[src/shared/diag_pkg.sv]
// Purpose: Constants and types for the acquisition diagnostic checks
// Assumes: 50 MHz core clock, 16-bit register port with byte addresses
// Notes:   Offsets are byte addresses, one aligned word per register
package diag_pkg;
    // ------------------------------------------------------------------
    // Register offsets
    // ------------------------------------------------------------------
    localparam logic [7:0] OFS_DIAG_CONFIG = 8'h00; // Both select fields
    localparam logic [7:0] OFS_RESULT_1    = 8'h04; // First result
    localparam logic [7:0] OFS_RESULT_2    = 8'h08; // Second result
    localparam logic [7:0] OFS_ACQ_CONFIG  = 8'h0C; // Accuracy, cal enable
    localparam logic [7:0] OFS_SCAN_CTRL   = 8'h10; // Scan configuration
    localparam logic [7:0] OFS_TEMP_THR    = 8'h14; // Die temp threshold
    localparam logic [7:0] OFS_ACC_OV_THR  = 8'h18; // Accuracy OV code
    localparam logic [7:0] OFS_ACC_UV_THR  = 8'h1C; // Accuracy UV code
    localparam logic [7:0] OFS_FAULT_2     = 8'h20; // Sticky alert flags
    // ------------------------------------------------------------------
    // Field positions and codes
    // ------------------------------------------------------------------
    localparam int BIT_ACC_EN   = 0; // comparator_accuracy_enable
    localparam int BIT_CAL_EN   = 1; // adc_calibration_enable
    localparam int BIT_F_TEMP   = 0; // die_overtemp_alert
    localparam int BIT_F_ACC_OV = 1; // accuracy_ov_alert
    localparam int BIT_F_ACC_UV = 2; // accuracy_uv_alert
    localparam logic [3:0] SEL_TEMP   = 4'h1;
    localparam logic [3:0] SEL_VAA    = 4'h2;
    localparam logic [3:0] SEL_ALTERNATE_REFERENCE = 4'h3;
    localparam logic [3:0] SEL_PATH   = 4'h4;
    localparam logic [2:0] SCAN_CMP_A = 3'h1; // Scans using comparator
    localparam logic [2:0] SCAN_CMP_B = 3'h2;
    localparam logic [9:0] PATH_DAC_CODE = 10'h1D8;
    // ------------------------------------------------------------------
    // Reset values and timing
    // ------------------------------------------------------------------
    localparam logic [13:0] TEMP_THR_RST = 14'h3FFF; // Plain default
    localparam logic [9:0]  ACC_THR_RST  = 10'h1D8;
    localparam int CLK_MHZ        = 50;
    localparam int TEMP_PERIOD_US = 1000; // 1 ms monitoring interval
    localparam int TEMP_CYCLES    = TEMP_PERIOD_US * CLK_MHZ;
    localparam int SETTLE_CYCLES  = 8;    // DAC and comparator settling
    // ------------------------------------------------------------------
    // Types
    // ------------------------------------------------------------------
    typedef enum logic [2:0] {
        IN_NONE, IN_TEMPERATURE_PROPORTIONAL_SOURCE, IN_VREF, IN_ALTERNATE_REFERENCE, IN_PREAMP
    } adc_in_t;
    typedef struct packed {
        adc_in_t in_sel;      // ADC input selection
        logic    ref_vaa;     // Supply rail used as ADC reference
        logic    force_unip;  // Override configured polarity to unipolar
        logic    second_level_shift_amp_vref; // Main reference into second level shifter
    } afe_ctrl_t;
    typedef enum {K_TEMP, K_DIAG1, K_DIAG2} conv_kind_t;
endpackage : diag_pkg

[src/verilog/diag_checks.sv]
// Purpose: Die temperature alert, diagnostic conversions, accuracy check
// Assumes: ADC and scan engine on core_clk; comparator output is a pin
// Notes:   Register port answers reads one cycle after the strobe
//
// What this block does
// - Check die temperature every 1 ms
// - Temperature above threshold sets overtemp flag
// - Select code 1 suspends periodic temperature monitoring
// - Code 2: reference measured against supply rail
// - Code 3: alternate reference against main reference
// - Alternate reference conversion forced unipolar
// - Code 4: reference into amp, DAC 0x1D8
// - Code 4: pre-amp output converted, stored
// - Accuracy check at scan end, configs 1/2
// - Check drives reference, DAC from thresholds
// - Overvoltage violation sets accuracy OV flag
// - Undervoltage violation sets accuracy UV flag
// - Ideal comparator at 1D8h: OV set, UV not
`timescale 1ns/1ns
module diag_checks
    import diag_pkg::*;
#(
    parameter int TICK_CYCLES = TEMP_CYCLES // 1 ms at 50 MHz
) (
    input  wire logic        core_clk,
    input  wire logic        resetn,
    // Register port
    input  wire logic [7:0]  addr,
    input  wire logic [15:0] wdata,
    input  wire logic        wr,
    input  wire logic        rd,
    output logic      [15:0] rdata,
    // Scan engine events
    input  wire logic        diag_req,
    input  wire logic        diag_slot,
    input  wire logic        scan_end,
    // ADC and analog front end
    output logic             adc_start,
    input  wire logic        adc_done,
    input  wire logic [13:0] adc_data,
    output afe_ctrl_t        afe,
    output logic      [9:0]  dac_code,
    input  wire logic        comp_pin,
    output logic             busy
);
    // ------------------------------------------------------------------
    // Declarations
    // ------------------------------------------------------------------
    typedef enum {ST_IDLE, ST_CONV, ST_ACC_OV, ST_ACC_UV} state_t;
    state_t      st_q;           // Sequencer state
    conv_kind_t  kind_q;         // What the running conversion is for
    logic [7:0]  diag_cfg_q;     // diag_select_second, diag_select_first
    logic [15:0] res1_q;         // diag_result_first
    logic [15:0] res2_q;         // diag_result_second
    logic [1:0]  acq_cfg_q;      // Calibration and accuracy enables
    logic [2:0]  scan_cfg_q;     // scan_configuration
    logic [13:0] temp_thr_q;     // Die temperature alert threshold
    logic [9:0]  acc_ov_q;       // accuracy_ov_threshold
    logic [9:0]  acc_uv_q;       // accuracy_uv_threshold
    logic [2:0]  fault_q;        // safety_fault_status_two
    logic [3:0]  settle_q;       // Comparator settling counter
    logic        temp_pend_q;    // Tick waiting for the sequencer
    logic        acc_pend_q;     // Scan end waiting for accuracy check
    logic        tick;           // 1 ms enable
    logic        comp_s;         // Synchronised comparator output
    logic        suspend;        // Temperature requested by software
    logic [3:0]  sel_pick;       // Select code of requested slot
    logic        sel_ok;         // Requested code is handled here
    logic        acc_ok;         // Accuracy check allowed for this scan
    logic        temp_over;      // Temperature conversion exceeded
    logic        set_ov;         // Accuracy OV event
    logic        set_uv;         // Accuracy UV event
    logic [2:0]  fault_set;      // All hardware set events
    logic        start_conv;     // Sequencer starts a conversion

    assign suspend = (diag_cfg_q[3:0] == SEL_TEMP) ||
                     (diag_cfg_q[7:4] == SEL_TEMP);
    assign sel_pick = diag_slot ? diag_cfg_q[7:4] : diag_cfg_q[3:0];
    assign sel_ok = (sel_pick >= SEL_TEMP) && (sel_pick <= SEL_PATH);
    assign acc_ok = acq_cfg_q[BIT_ACC_EN] &&
                    (scan_cfg_q == SCAN_CMP_A ||
                     scan_cfg_q == SCAN_CMP_B);
    assign temp_over = (st_q == ST_CONV) && (kind_q == K_TEMP) &&
                       adc_done && (adc_data > temp_thr_q);
    // Comparator high means input above DAC level: an OV violation,
    // low at the UV level is a UV violation. At 1D8h the ideal part
    // sits on the edge and resolves high.
    assign set_ov = (st_q == ST_ACC_OV) && (settle_q == 4'd0) &&
                    comp_s;
    assign set_uv = (st_q == ST_ACC_UV) && (settle_q == 4'd0) &&
                    !comp_s;
    assign fault_set = {set_uv, set_ov, temp_over};
    assign start_conv = (st_q == ST_IDLE) && !acc_pend_q &&
                        (diag_req ? sel_ok : temp_pend_q && !suspend);

    // ------------------------------------------------------------------
    // Helpers: 1 ms divider and comparator synchroniser
    // ------------------------------------------------------------------
    tick_div #(.PERIOD(TICK_CYCLES)) u_tick (
        .core_clk (core_clk),
        .resetn   (resetn),
        .tick     (tick)
    );
    sync2 u_comp (
        .core_clk (core_clk),
        .resetn   (resetn),
        .d        (comp_pin),
        .q        (comp_s)
    );

    // ------------------------------------------------------------------
    // Software registers
    // ------------------------------------------------------------------
    // Plain configuration writes
    always_ff @(posedge core_clk or negedge resetn) begin
        if (!resetn) begin
            diag_cfg_q <= 8'h00;
            acq_cfg_q  <= 2'b00;
            scan_cfg_q <= 3'b000;
            temp_thr_q <= TEMP_THR_RST;
            acc_ov_q   <= ACC_THR_RST;
            acc_uv_q   <= ACC_THR_RST;
        end else if (wr) begin
            case (addr)
                OFS_DIAG_CONFIG: diag_cfg_q <= wdata[7:0];
                OFS_ACQ_CONFIG:  acq_cfg_q  <= wdata[1:0];
                OFS_SCAN_CTRL:   scan_cfg_q <= wdata[2:0];
                OFS_TEMP_THR:    temp_thr_q <= wdata[13:0];
                OFS_ACC_OV_THR:  acc_ov_q   <= wdata[9:0];
                OFS_ACC_UV_THR:  acc_uv_q   <= wdata[9:0];
                default: ;       // Read-only or unmapped: ignored
            endcase
        end
    end

    // Sticky alert flags: write one to clear, a set in the same cycle
    // wins so no event is lost
    always_ff @(posedge core_clk or negedge resetn) begin
        if (!resetn) begin
            fault_q <= 3'b000;
        end else begin
            if (wr && addr == OFS_FAULT_2)
                fault_q <= (fault_q & ~wdata[2:0]) | fault_set;
            else
                fault_q <= fault_q | fault_set;
        end
    end

    // Read data stands in the cycle after the strobe only
    always_ff @(posedge core_clk or negedge resetn) begin
        if (!resetn) begin
            rdata <= 16'h0000;
        end else if (rd) begin
            case (addr)
                OFS_DIAG_CONFIG: rdata <= {8'h00, diag_cfg_q};
                OFS_RESULT_1:    rdata <= res1_q;
                OFS_RESULT_2:    rdata <= res2_q;
                OFS_ACQ_CONFIG:  rdata <= {14'h0000, acq_cfg_q};
                OFS_SCAN_CTRL:   rdata <= {13'h0000, scan_cfg_q};
                OFS_TEMP_THR:    rdata <= {2'b00, temp_thr_q};
                OFS_ACC_OV_THR:  rdata <= {6'h00, acc_ov_q};
                OFS_ACC_UV_THR:  rdata <= {6'h00, acc_uv_q};
                OFS_FAULT_2:     rdata <= {13'h0000, fault_q};
                default:         rdata <= 16'h0000; // Unmapped
            endcase
        end else begin
            rdata <= 16'h0000;
        end
    end

    // ------------------------------------------------------------------
    // Pending work
    // ------------------------------------------------------------------
    // A tick is held until the sequencer is free; a tick that lands
    // while software owns the temperature path is dropped
    always_ff @(posedge core_clk or negedge resetn) begin
        if (!resetn) begin
            temp_pend_q <= 1'b0;
        end else if (suspend) begin
            temp_pend_q <= 1'b0;
        end else if (tick) begin
            temp_pend_q <= 1'b1;
        end else if (start_conv && !diag_req) begin
            temp_pend_q <= 1'b0;
        end
    end

    // Scan end arms the accuracy check only for comparator scans
    always_ff @(posedge core_clk or negedge resetn) begin
        if (!resetn) begin
            acc_pend_q <= 1'b0;
        end else if (scan_end && acc_ok) begin
            acc_pend_q <= 1'b1;
        end else if (st_q == ST_IDLE) begin
            acc_pend_q <= 1'b0;
        end
    end

    // ------------------------------------------------------------------
    // Sequencer
    // ------------------------------------------------------------------
    // Priority: accuracy check, then diagnostic request, then the
    // periodic temperature check
    always_ff @(posedge core_clk or negedge resetn) begin
        if (!resetn) begin
            st_q     <= ST_IDLE;
            kind_q   <= K_TEMP;
            settle_q <= 4'd0;
        end else begin
            case (st_q)
                ST_IDLE: begin
                    if (acc_pend_q) begin
                        st_q     <= ST_ACC_OV;
                        settle_q <= 4'(SETTLE_CYCLES - 1);
                    end else if (start_conv) begin
                        st_q   <= ST_CONV;
                        kind_q <= !diag_req ? K_TEMP :
                                  diag_slot ? K_DIAG2 : K_DIAG1;
                    end
                end
                ST_CONV: begin
                    if (adc_done)
                        st_q <= ST_IDLE;
                end
                ST_ACC_OV: begin
                    if (settle_q != 4'd0) begin
                        settle_q <= settle_q - 4'd1;
                    end else begin
                        st_q     <= ST_ACC_UV;
                        settle_q <= 4'(SETTLE_CYCLES - 1);
                    end
                end
                ST_ACC_UV: begin
                    if (settle_q != 4'd0)
                        settle_q <= settle_q - 4'd1;
                    else
                        st_q <= ST_IDLE;
                end
                default: st_q <= ST_IDLE;
            endcase
        end
    end

    // ------------------------------------------------------------------
    // Front-end steering, held for the whole conversion or check; DAC steps from OV to UV threshold mid-check
    // ------------------------------------------------------------------
    always_ff @(posedge core_clk or negedge resetn) begin
        if (!resetn) begin
            afe       <= '{IN_NONE, 1'b0, 1'b0, 1'b0};
            dac_code  <= 10'h000;
            adc_start <= 1'b0;
        end else begin
            adc_start <= 1'b0;
            if (st_q == ST_IDLE && acc_pend_q) begin
                afe      <= '{IN_NONE, 1'b0, 1'b0, 1'b1};
                dac_code <= acc_ov_q;
            end else if (st_q == ST_ACC_OV && settle_q == 4'd0) begin
                dac_code <= acc_uv_q;
            end else if (start_conv) begin
                adc_start <= 1'b1;
                dac_code  <= 10'h000;
                case (diag_req ? sel_pick : SEL_TEMP)
                    SEL_TEMP:
                        afe <= '{IN_TEMPERATURE_PROPORTIONAL_SOURCE, 1'b0, 1'b0, 1'b0};
                    SEL_VAA:
                        afe <= '{IN_VREF, 1'b1, 1'b0, 1'b0};
                    SEL_ALTERNATE_REFERENCE: begin
                        // Main reference as ADC reference, unipolar
                        afe <= '{IN_ALTERNATE_REFERENCE, 1'b0, 1'b1, 1'b0};
                    end
                    SEL_PATH: begin
                        afe <= '{IN_PREAMP, 1'b0, 1'b0, 1'b1};
                        dac_code <= PATH_DAC_CODE;
                    end
                    default:
                        afe <= '{IN_NONE, 1'b0, 1'b0, 1'b0};
                endcase
            end else if (st_q == ST_IDLE || (st_q == ST_ACC_UV &&
                                             settle_q == 4'd0)) begin
                afe      <= '{IN_NONE, 1'b0, 1'b0, 1'b0};
                dac_code <= 10'h000;
            end
        end
    end

    // Busy flag mirrors the sequencer for the scan engine
    always_ff @(posedge core_clk or negedge resetn) begin
        if (!resetn)
            busy <= 1'b0;
        else
            busy <= (st_q != ST_IDLE) || start_conv || acc_pend_q;
    end

    // ------------------------------------------------------------------
    // Result capture, 14 bits left aligned
    // ------------------------------------------------------------------
    always_ff @(posedge core_clk or negedge resetn) begin
        if (!resetn) begin
            res1_q <= 16'h0000;
            res2_q <= 16'h0000;
        end else if (st_q == ST_CONV && adc_done) begin
            if (kind_q == K_DIAG1)
                res1_q <= {adc_data, 2'b00};
            if (kind_q == K_DIAG2)
                res2_q <= {adc_data, 2'b00};
        end
    end
endmodule : diag_checks

[src/verilog/sync2.sv]
// Purpose: Two-stage synchroniser for one level
// Assumes: Input is asynchronous to core_clk
// Notes:   Only the second stage may be read outside this module
`timescale 1ns/1ns
module sync2 (
    input  wire logic core_clk,
    input  wire logic resetn,
    input  wire logic d,
    output logic      q
);
    logic meta_q; // First stage, read by the second stage only

    // ------------------------------------------------------------------
    // Two flops in series
    // ------------------------------------------------------------------
    always_ff @(posedge core_clk or negedge resetn) begin
        if (!resetn) begin
            meta_q <= 1'b0;
            q      <= 1'b0;
        end else begin
            meta_q <= d;
            q      <= meta_q;
        end
    end
endmodule : sync2

[src/verilog/tick_div.sv]
// Purpose: Divider that emits a one-cycle enable every PERIOD cycles
// Assumes: PERIOD at least 2
// Notes:   Free running from reset release
`timescale 1ns/1ns
module tick_div #(
    parameter int PERIOD = 50000
) (
    input  wire logic core_clk,
    input  wire logic resetn,
    output logic      tick
);
    logic [31:0] cnt_q; // Cycles since last tick

    // ------------------------------------------------------------------
    // Count up the period, pulse at the wrap
    // ------------------------------------------------------------------
    always_ff @(posedge core_clk or negedge resetn) begin
        if (!resetn) begin
            cnt_q <= '0;
            tick  <= 1'b0;
        end else if (cnt_q == 32'(PERIOD - 1)) begin
            cnt_q <= '0;
            tick  <= 1'b1;
        end else begin
            cnt_q <= cnt_q + 32'd1;
            tick  <= 1'b0;
        end
    end
endmodule : tick_div
[config.mk]
export PLATFORM = sky130hd
export DESIGN_NAME = diag_checks
export DESIGN_NICKNAME = d
export VERILOG_FILES = /design/src/shared/diag_pkg.sv /design/src/verilog/diag_checks.sv /design/src/verilog/sync2.sv /design/src/verilog/tick_div.sv
export SDC_FILE = /design/constraint.sdc
export NUM_CORES = 1
export LEC_CHECK = 0
export ABC_CLOCK_PERIOD_IN_PS = 1700
export BUFFER_PORTS_ARGS = -buffer_cell sky130_fd_sc_hd__buf_2
export CORE_MARGIN = 2
export CORE_UTILIZATION = 53
export CTS_CLUSTER_SIZE = 28
export DETAILED_ROUTE_END_ITERATION = 10
export PLACE_DENSITY = 0.76
export SLEW_MARGIN = 30
export SYNTH_ARGS = -nofsm -noshare
export SYNTH_HDL_FRONTEND = slang
export SYNTH_SLANG_ARGS = --single-unit
[constraint.sdc]
create_clock -name core_clk -period 1.7 [get_ports core_clk]
set_input_delay 0.51 -clock core_clk [delete_from_list [all_inputs] [get_ports core_clk]]
set_output_delay 0.51 -clock core_clk [all_outputs]
set_load 0.01 [all_outputs]
==> results.sh, run 1 <==
export IMPL_status="complete, but fails checks"
export IMPL_violations="negative setup slack"
export IMPL_post_route_period_util_pct=105
export IMPL_die_area_sq_um=15400
export IMPL_setup_viol_count_final=2
export IMPL_timing_final_crit_period_ns=1.78
export IMPL_cts_sinks=157
export IMPL_max_slew_margin_pct=51.7
export IMPL_yosys_most_used_dff="dfrtp_1"
export IMPL_worst_slew_pin_slew_ns=0.722
export IMPL_grt_max_degree=36
export IMPL_async_flop_share_pct=100
export IMPL_portBuffers=78
export IMPL_die_x_um=124
export IMPL_yosysMostFrequentCell="dfrtp_1"
export IMPL_rsz0062_at_grt="true"
export IMPL_drive_above_1_share_pct=43.4
export IMPL_routed_wl_um=20200
export IMPL_postCtsSetupRepairBufs=0
export IMPL_fp_coreArea_sq_um=14000
export IMPL_root_buffer="clkbuf_16"
export IMPL_multi_input_area_sq_um=3650
export IMPL_yosysTopAreaCell="dfrtp_1"
export IMPL_synth_top_cell_area_share_pct=43.7
export IMPL_clockBufferDepth=2
export IMPL_cts_tree="done"
export IMPL_routabilityCongestion=0.905
export IMPL_grt_use_total_pct=27.3
export IMPL_yosys_top_cells_area="dfrtp_1 44%, mux2_2 13%, dfstp_2 8.3%"
export IMPL_wire_per_inst_um=20.0
export IMPL_synth_cell_types=66
export IMPL_viasPerCell=6.03
export IMPL_postRouteAntennaNets=0
export IMPL_ys_seq_area_share_pct=52.0
export IMPL_syn_inst=653
export IMPL_yosys_warnings=0
export IMPL_grt_pass1_vias=6221
export IMPL_p_leak_uw=0.00461
export IMPL_dp_hpwl_um=14300
export IMPL_fillers=988
export IMPL_io_pins=81
export IMPL_grt_pass1_wl_um=31500
export IMPL_drc=0
export IMPL_ir_drop_uv=762
export IMPL_start_kind="register"
export IMPL_drv_cap=0
export IMPL_netlist_area_sq_um=7620
export IMPL_antenna_found_initial=1
export IMPL_max_clock_freq_ghz=0.560
export IMPL_rows=43
export IMPL_synth_edf_count=0
export IMPL_synth_nets=717
export IMPL_clock_skew_ns=0.0119
export IMPL_crit_arrival_ns=2.13
export IMPL_die_h_um=124
export IMPL_ys_seq_elements=157
export IMPL_synth_area_per_cell_sq_um=11.7
export IMPL_area_delta_synth_final_pct=26.9
export IMPL_num_vias=6074
export IMPL_seq_area_sq_um=3960
export IMPL_crit_fanout=2
export IMPL_dr_pass1_iters=6
export IMPL_synthTopCellsByCount="133 x dfrtp_1, 87 x mux2_2, 33 x nor2_1"
export IMPL_hold_class="input port to register"
export IMPL_endpoint_kind="register"
export IMPL_htree_levels=4
export IMPL_critPathRequiredTime_ns=2.04
export IMPL_crit_type="register to register"
export IMPL_n_antenna_cell=0
export IMPL_pre_cts_ws_ns=-0.233
export IMPL_drt_iter0_drc=451
export IMPL_nNetsFinal=878
export IMPL_gr_total_overflow=0
export IMPL_clk_latency_ns=0.43
export IMPL_setup_tns_ns=-0.0904
export IMPL_fin_ws_ns=-0.0846
export IMPL_path_clk_slew_ns=0.06
export IMPL_cts_made_buffers=17
export IMPL_initial_core_util_pct=54.5
export IMPL_final_hold_viol_count=0
export IMPL_final_max_slew_viol_count=0
export IMPL_p_per_area_nw_per_um2=1060
## where the power goes
| part | internal, uW | switching, uW |
|---|---|---|
| Combinational | 875 | 1020 |
| Clock | 2370 | 1520 |
| Sequential | 4120 | 308 |
| Total | 7370 | 2840 |
## final timing paths
| check | start | to | slack, ns | cells past startpoint |
|---|---|---|---|---|
| worst max-delay path | temp_thr_q[8]$_DFFE_PN1P_ | fault_q[0]$_DFF_PN0_ | -0.08 | 6 |
| worst min-delay path | comp_pin | u_comp.meta_q$_DFF_PN0_ | 0.19 | 1 |
| worst max register to register | temp_thr_q[8]$_DFFE_PN1P_ | fault_q[0]$_DFF_PN0_ | -0.08 | 6 |
| worst min register to register | u_comp.meta_q$_DFF_PN0_ | u_comp.q$_DFF_PN0_ | 0.35 | 0 |
| max in group asynchronous | resetn | temp_thr_q[2]$_DFFE_PN1P_ | 0.54 | 3 |
| min in group asynchronous | resetn | acc_uv_q[0]$_DFFE_PN0P_ | 0.53 | 2 |
## cell usage in the layout, fill, tap and decap left out, types with 6 or more instances in the layout
master,netlist,routed
clkinv_2,0,6
buf_4,1,85
nor2b_1,7,7
nor2_1,33,31
and2_1,7,6
xnor2_1,22,22
a22oi_1,8,8
a222oi_1,6,6
o21a_1,7,6
o21ai_0,17,14
o22ai_1,6,6
and3_1,23,23
clkbuf_16,0,17
inv_1,25,17
nand3_1,29,27
mux2_2,87,87
ha_4,0,8
dfstp_2,24,24
nor3_1,15,15
ha_1,17,8
dfrtp_1,133,132
a21oi_1,16,15
nand4_1,20,20
nand2_1,25,23
inv_2,0,8
mux2i_1,6,6
xor2_1,8,8
buf_2,15,77
## worst max-delay path, stage by stage (launching register included)
cell     delay [ns]
dfstp_2        0.54
inv_2          0.06
ha_4           0.28
nand3_2        0.08
or3_4          0.34
a211o_1        0.24
a32oi_1        0.16
## repair_timing
action	in CTS	in global routing
hold buffers	1	0
setup endpoints to repair	21	21
resized for setup	25	14
pin swaps	3	3
endpoints found under the hold margin	17	0
## state kept, by name (all words and copies together), names as in the netlist, 2 cells and up
| name | flops |
|---|---|
| fault_q | 3 |
| acq_cfg_q | 2 |
| u_tick.cnt_q | 32 |
| dac_code | 10 |
| rdata | 16 |
| afe | 6 |
| acc_ov_q | 10 |
| acc_uv_q | 10 |
| temp_thr_q | 14 |
| res1_q | 14 |
| st_q | 2 |
| kind_q | 2 |
| res2_q | 14 |
| scan_cfg_q | 3 |
| diag_cfg_q | 8 |
| settle_q | 4 |
## final cells by class
| cell class | count | area share [%] |
|---|---|---|
| Clock inverter | 12 | 1.49 |
| Clock buffer | 20 | 4.72 |
| Inverter | 25 | 0.970 |
| Multi-Input combinational cell | 444 | 37.7 |
| Sequential cell | 157 | 40.9 |
| Timing Repair Buffer | 169 | 11.8 |
| Tap cell | 180 | 2.33 |
## metal layers
| metal | GRT usage [%] | part of all wire [%] | up-vias |
|---|---|---|---|
| met4 | 12.3 | 2.9 | 2 |
| met3 | 7.14 | 6.6 | 58 |
| met2 | 46.3 | 50 | 247 |
| met5 | 0 | 0.064 | - |
| li1 | - | - | 2742 |
| met1 | 32.8 | 41 | 3025 |
## through the flow
step / utilization [%] / cells / power, uW / hold slack (ns) / instance area [sq um]
after global routing: 69.1 / 1007 / 10600 / 0.180 / 9670
after CTS: 68.8 / 1007 / 10200 / 0.172 / 9630
final: 69.1 / 1007 / 10200 / 0.188 / 9670
after floorplan: - / 653 / 5320 / 0.214 / 7660
after detailed placement: 63.5 / 974 / 6200 / 0.343 / 8880
after global placement: 63.5 / 974 / 6070 / 0.336 / 8880
## cells by family after synthesis
family                   share of synthesized area (%)
AND/OR/NAND/NOR                                   15.0
adder cells (fa/ha/maj)                           2.79
AO/OA/AOI/OAI                                     9.93
multiplexers                                      13.9
buffers and inverters                             2.97
XOR/XNOR                                          3.45
flip-flops                                        52.0
(Power assumes the default switching activity.)
==> run 2: changes to the inputs <==
Settings changed: BUFFER_PORTS_ARGS -buffer_cell sky130_fd_sc_hd__buf_2 to -buffer_cell sky130_fd_sc_hd__buf_4, CORE_ASPECT_RATIO from default to 0.5, TNS_END_PERCENT from default to 100.
==> run 2 against run 1 <==
Net effect: the run still ends with negative setup slack left; wire length increased by 1.2%; highest routed layer is now met4; clock power decreased by 3%; design area is 4.9% higher; flip-flop and latch count did not move; die area is 0.38% higher; combinational power grew 13%; clock skew rose by 0.00063 ns; register-to-register slack got worse by 0.08 ns; critical endpoint unchanged; final cell count increased by 4.0%; sequential share of layout area shrank 1.9 points.
==> results.sh, run 2 (synthesis gave the netlist of run 1 again) <==
export IMPL_status="complete, but fails checks"
export IMPL_violations="negative setup slack"
export IMPL_met1_length_um=8920
export IMPL_die_x_um=174
export IMPL_max_slew_margin_pct=63.0
export IMPL_rsz0062_at_grt="true"
export IMPL_cts_sinks=157
export IMPL_grt_use_total_pct=27.4
export IMPL_p_sw_share_pct=29.5
export IMPL_max_clock_freq_ghz=0.535
export IMPL_route_met2_wl_um=10200
export IMPL_postRouteAntennaNets=0
export IMPL_crit_arrival_ns=2.20
export IMPL_routed_wl_um=20400
export IMPL_routabilityCongestion=0.888
export IMPL_num_vias=6156
export IMPL_p_leak_uw=0.00478
export IMPL_final_util_pct=73.6
export IMPL_path_clk_slew_ns=0.07
export IMPL_cts_made_buffers=17
export IMPL_worst_slew_pin_slew_ns=0.550
export IMPL_initial_core_util_pct=55.3
export IMPL_fp_coreArea_sq_um=13800
export IMPL_post_route_period_util_pct=110
export IMPL_fin_cells=1047
export IMPL_crit_fanout=2
export IMPL_gr_total_overflow=0
export IMPL_area_delta_synth_final_pct=33.1
export IMPL_post_place_cells=1011
export IMPL_start_kind="register"
export IMPL_wire_per_inst_um=19.5
export IMPL_fillers=918
export IMPL_critPathRequiredTime_ns=2.04
export IMPL_clk_latency_ns=0.43
export IMPL_timing_final_crit_period_ns=1.87
export IMPL_p_clk_share_pct=36.7
export IMPL_portBuffers=78
export IMPL_p_total_uw=10300
export IMPL_top_regs="u_tick.cnt_q: 32 flops, rdata: 16 flops"
export IMPL_p_sw_uw=3040
export IMPL_drc=0
export IMPL_seqPwrFrac_pct=42.6
export IMPL_largest_register_ffs=32
export IMPL_dr_pass1_iters=4
export IMPL_viasPerCell=5.88
export IMPL_die_area_sq_um=15400
export IMPL_drv_cap=0
export IMPL_setup_viol_count_final=1
export IMPL_die_h_um=88.8
export IMPL_antenna_found_initial=0
export IMPL_io_pins=81
export IMPL_grt_max_degree=38
export IMPL_p_int_uw=7270
export IMPL_nNetsFinal=906
export IMPL_drt_iter0_drc=366
export IMPL_htree_levels=4
export IMPL_drive_above_1_share_pct=45.5
export IMPL_clock_skew_ns=0.0125
export IMPL_rows=30
export IMPL_cts_tree="done"
export IMPL_grt_pass1_vias=6282
export IMPL_n_antenna_cell=0
export IMPL_final_hold_viol_count=0
export IMPL_p_per_area_nw_per_um2=1020
export IMPL_crit_type="register to register"
export IMPL_hold_class="input port to register"
export IMPL_grt_pass1_wl_um=32300
export IMPL_pwr_share_comb_pct=20.7
export IMPL_endpoint_kind="register"
export IMPL_dr_wl_met3_um=1000
export IMPL_highest_layer="met4"
export IMPL_final_max_slew_viol_count=0
export IMPL_final_common_cell="buf_4"
export IMPL_dp_hpwl_um=14000
export IMPL_ir_drop_uv=607
export IMPL_final_cell_mix="185 x buf_4, 129 x dfrtp_1, 87 x mux2_2"
export IMPL_root_buffer="clkbuf_16"
export IMPL_clockBufferDepth=2
export IMPL_fin_ws_ns=-0.168
export IMPL_top_register="u_tick.cnt_q"
==> run 2: changes by cell type in the layout (fill, tap and decap cells not counted), moves of 3 or more <==
cell,previous run,this run
clkinv_2,6,1
dfrtp_1,132,129
ha_1,8,12
inv_1,17,20
buf_12,5,10
dfrtp_2,1,4
ha_4,8,5
buf_4,85,185
buf_2,77,0
o21ai_1,3,0
inv_8,0,4
inv_6,0,5
inv_2,8,5
==> run 2: metrics by stage <==
step | setup slack, ns | cell area (sq um) | TNS [ns] | hold WS [ns]
6_report | -0.168 | 10100 | -0.168 | 0.195
5_1_grt | -0.232 | 10100 | -0.336 | 0.182
4_1_cts | -0.0926 | 10000 | -0.0926 | 0.182
3_5_place_dp | -0.226 | 9340 | -10.47 | 0.348
3_3_place_gp | -0.209 | 9340 | -8.03 | 0.337
2_1_floorplan | -0.0154 | 7660 | -0.0780 | 0.214
==> run 2: worst paths after layout <==
check                                          start                         to  slack [ns]  cells past startpoint
max                        temp_thr_q[7]$_DFFE_PN1P_       fault_q[0]$_DFF_PN0_       -0.17                      6
min                                         comp_pin    u_comp.meta_q$_DFF_PN0_        0.19                      1
max reg2reg                temp_thr_q[7]$_DFFE_PN1P_       fault_q[0]$_DFF_PN0_       -0.17                      6
min reg2reg                  u_comp.meta_q$_DFF_PN0_         u_comp.q$_DFF_PN0_        0.36                      0
max in group asynchronous                     resetn  temp_thr_q[4]$_DFFE_PN1P_        0.53                      3
min in group asynchronous                     resetn    settle_q[2]$_DFFE_PN0P_        0.56                      2
==> run 2: power by group through the flow <==
stage,sequential (uW),clock [uW],combinational [uW]
floorplan,4420,0,897
global placement,4400,0,1910
detailed placement,4420,0,1980
CTS,4370,3830,2050
global route,4420,4000,2290
finish,4390,3780,2130
==> run 2: area by class of cell <==
type | instances | area (sq um) | area share, %
Timing Repair Buffer | 197 | 1610 | 15.9
Inverter | 25 | 93.8 | 0.925
Sequential cell | 157 | 3960 | 39.1
Tap cell | 192 | 240 | 2.37
Clock inverter | 14 | 148 | 1.46
Multi-Input combinational cell | 444 | 3660 | 36.1
Clock buffer | 18 | 429 | 4.23
==> run 2: critical path, cell delays in order, from the launching register on <==
cell	delay, ns
dfstp_2	0.53
inv_1	0.05
ha_1	0.28
nand3_1	0.12
or3_4	0.38
a211o_1	0.24
a32oi_1	0.18
==> run 2: metal layers <==
metal	vias up	global-route usage, %
li1	2805	-
met1	3140	35.0
met2	189	49.1
met3	22	5.76
met4	0	6.88
met5	-	0
==> run 2: what timing repair did <==
action | in CTS | in global routing
pin swaps | 4 | 4
endpoints found under the setup margin | 18 | 20
gates resized for setup | 19 | 23
buffers inserted | 1 | 2
hold endpoints to repair | 11 | 0
hold buffers | 1 | 0
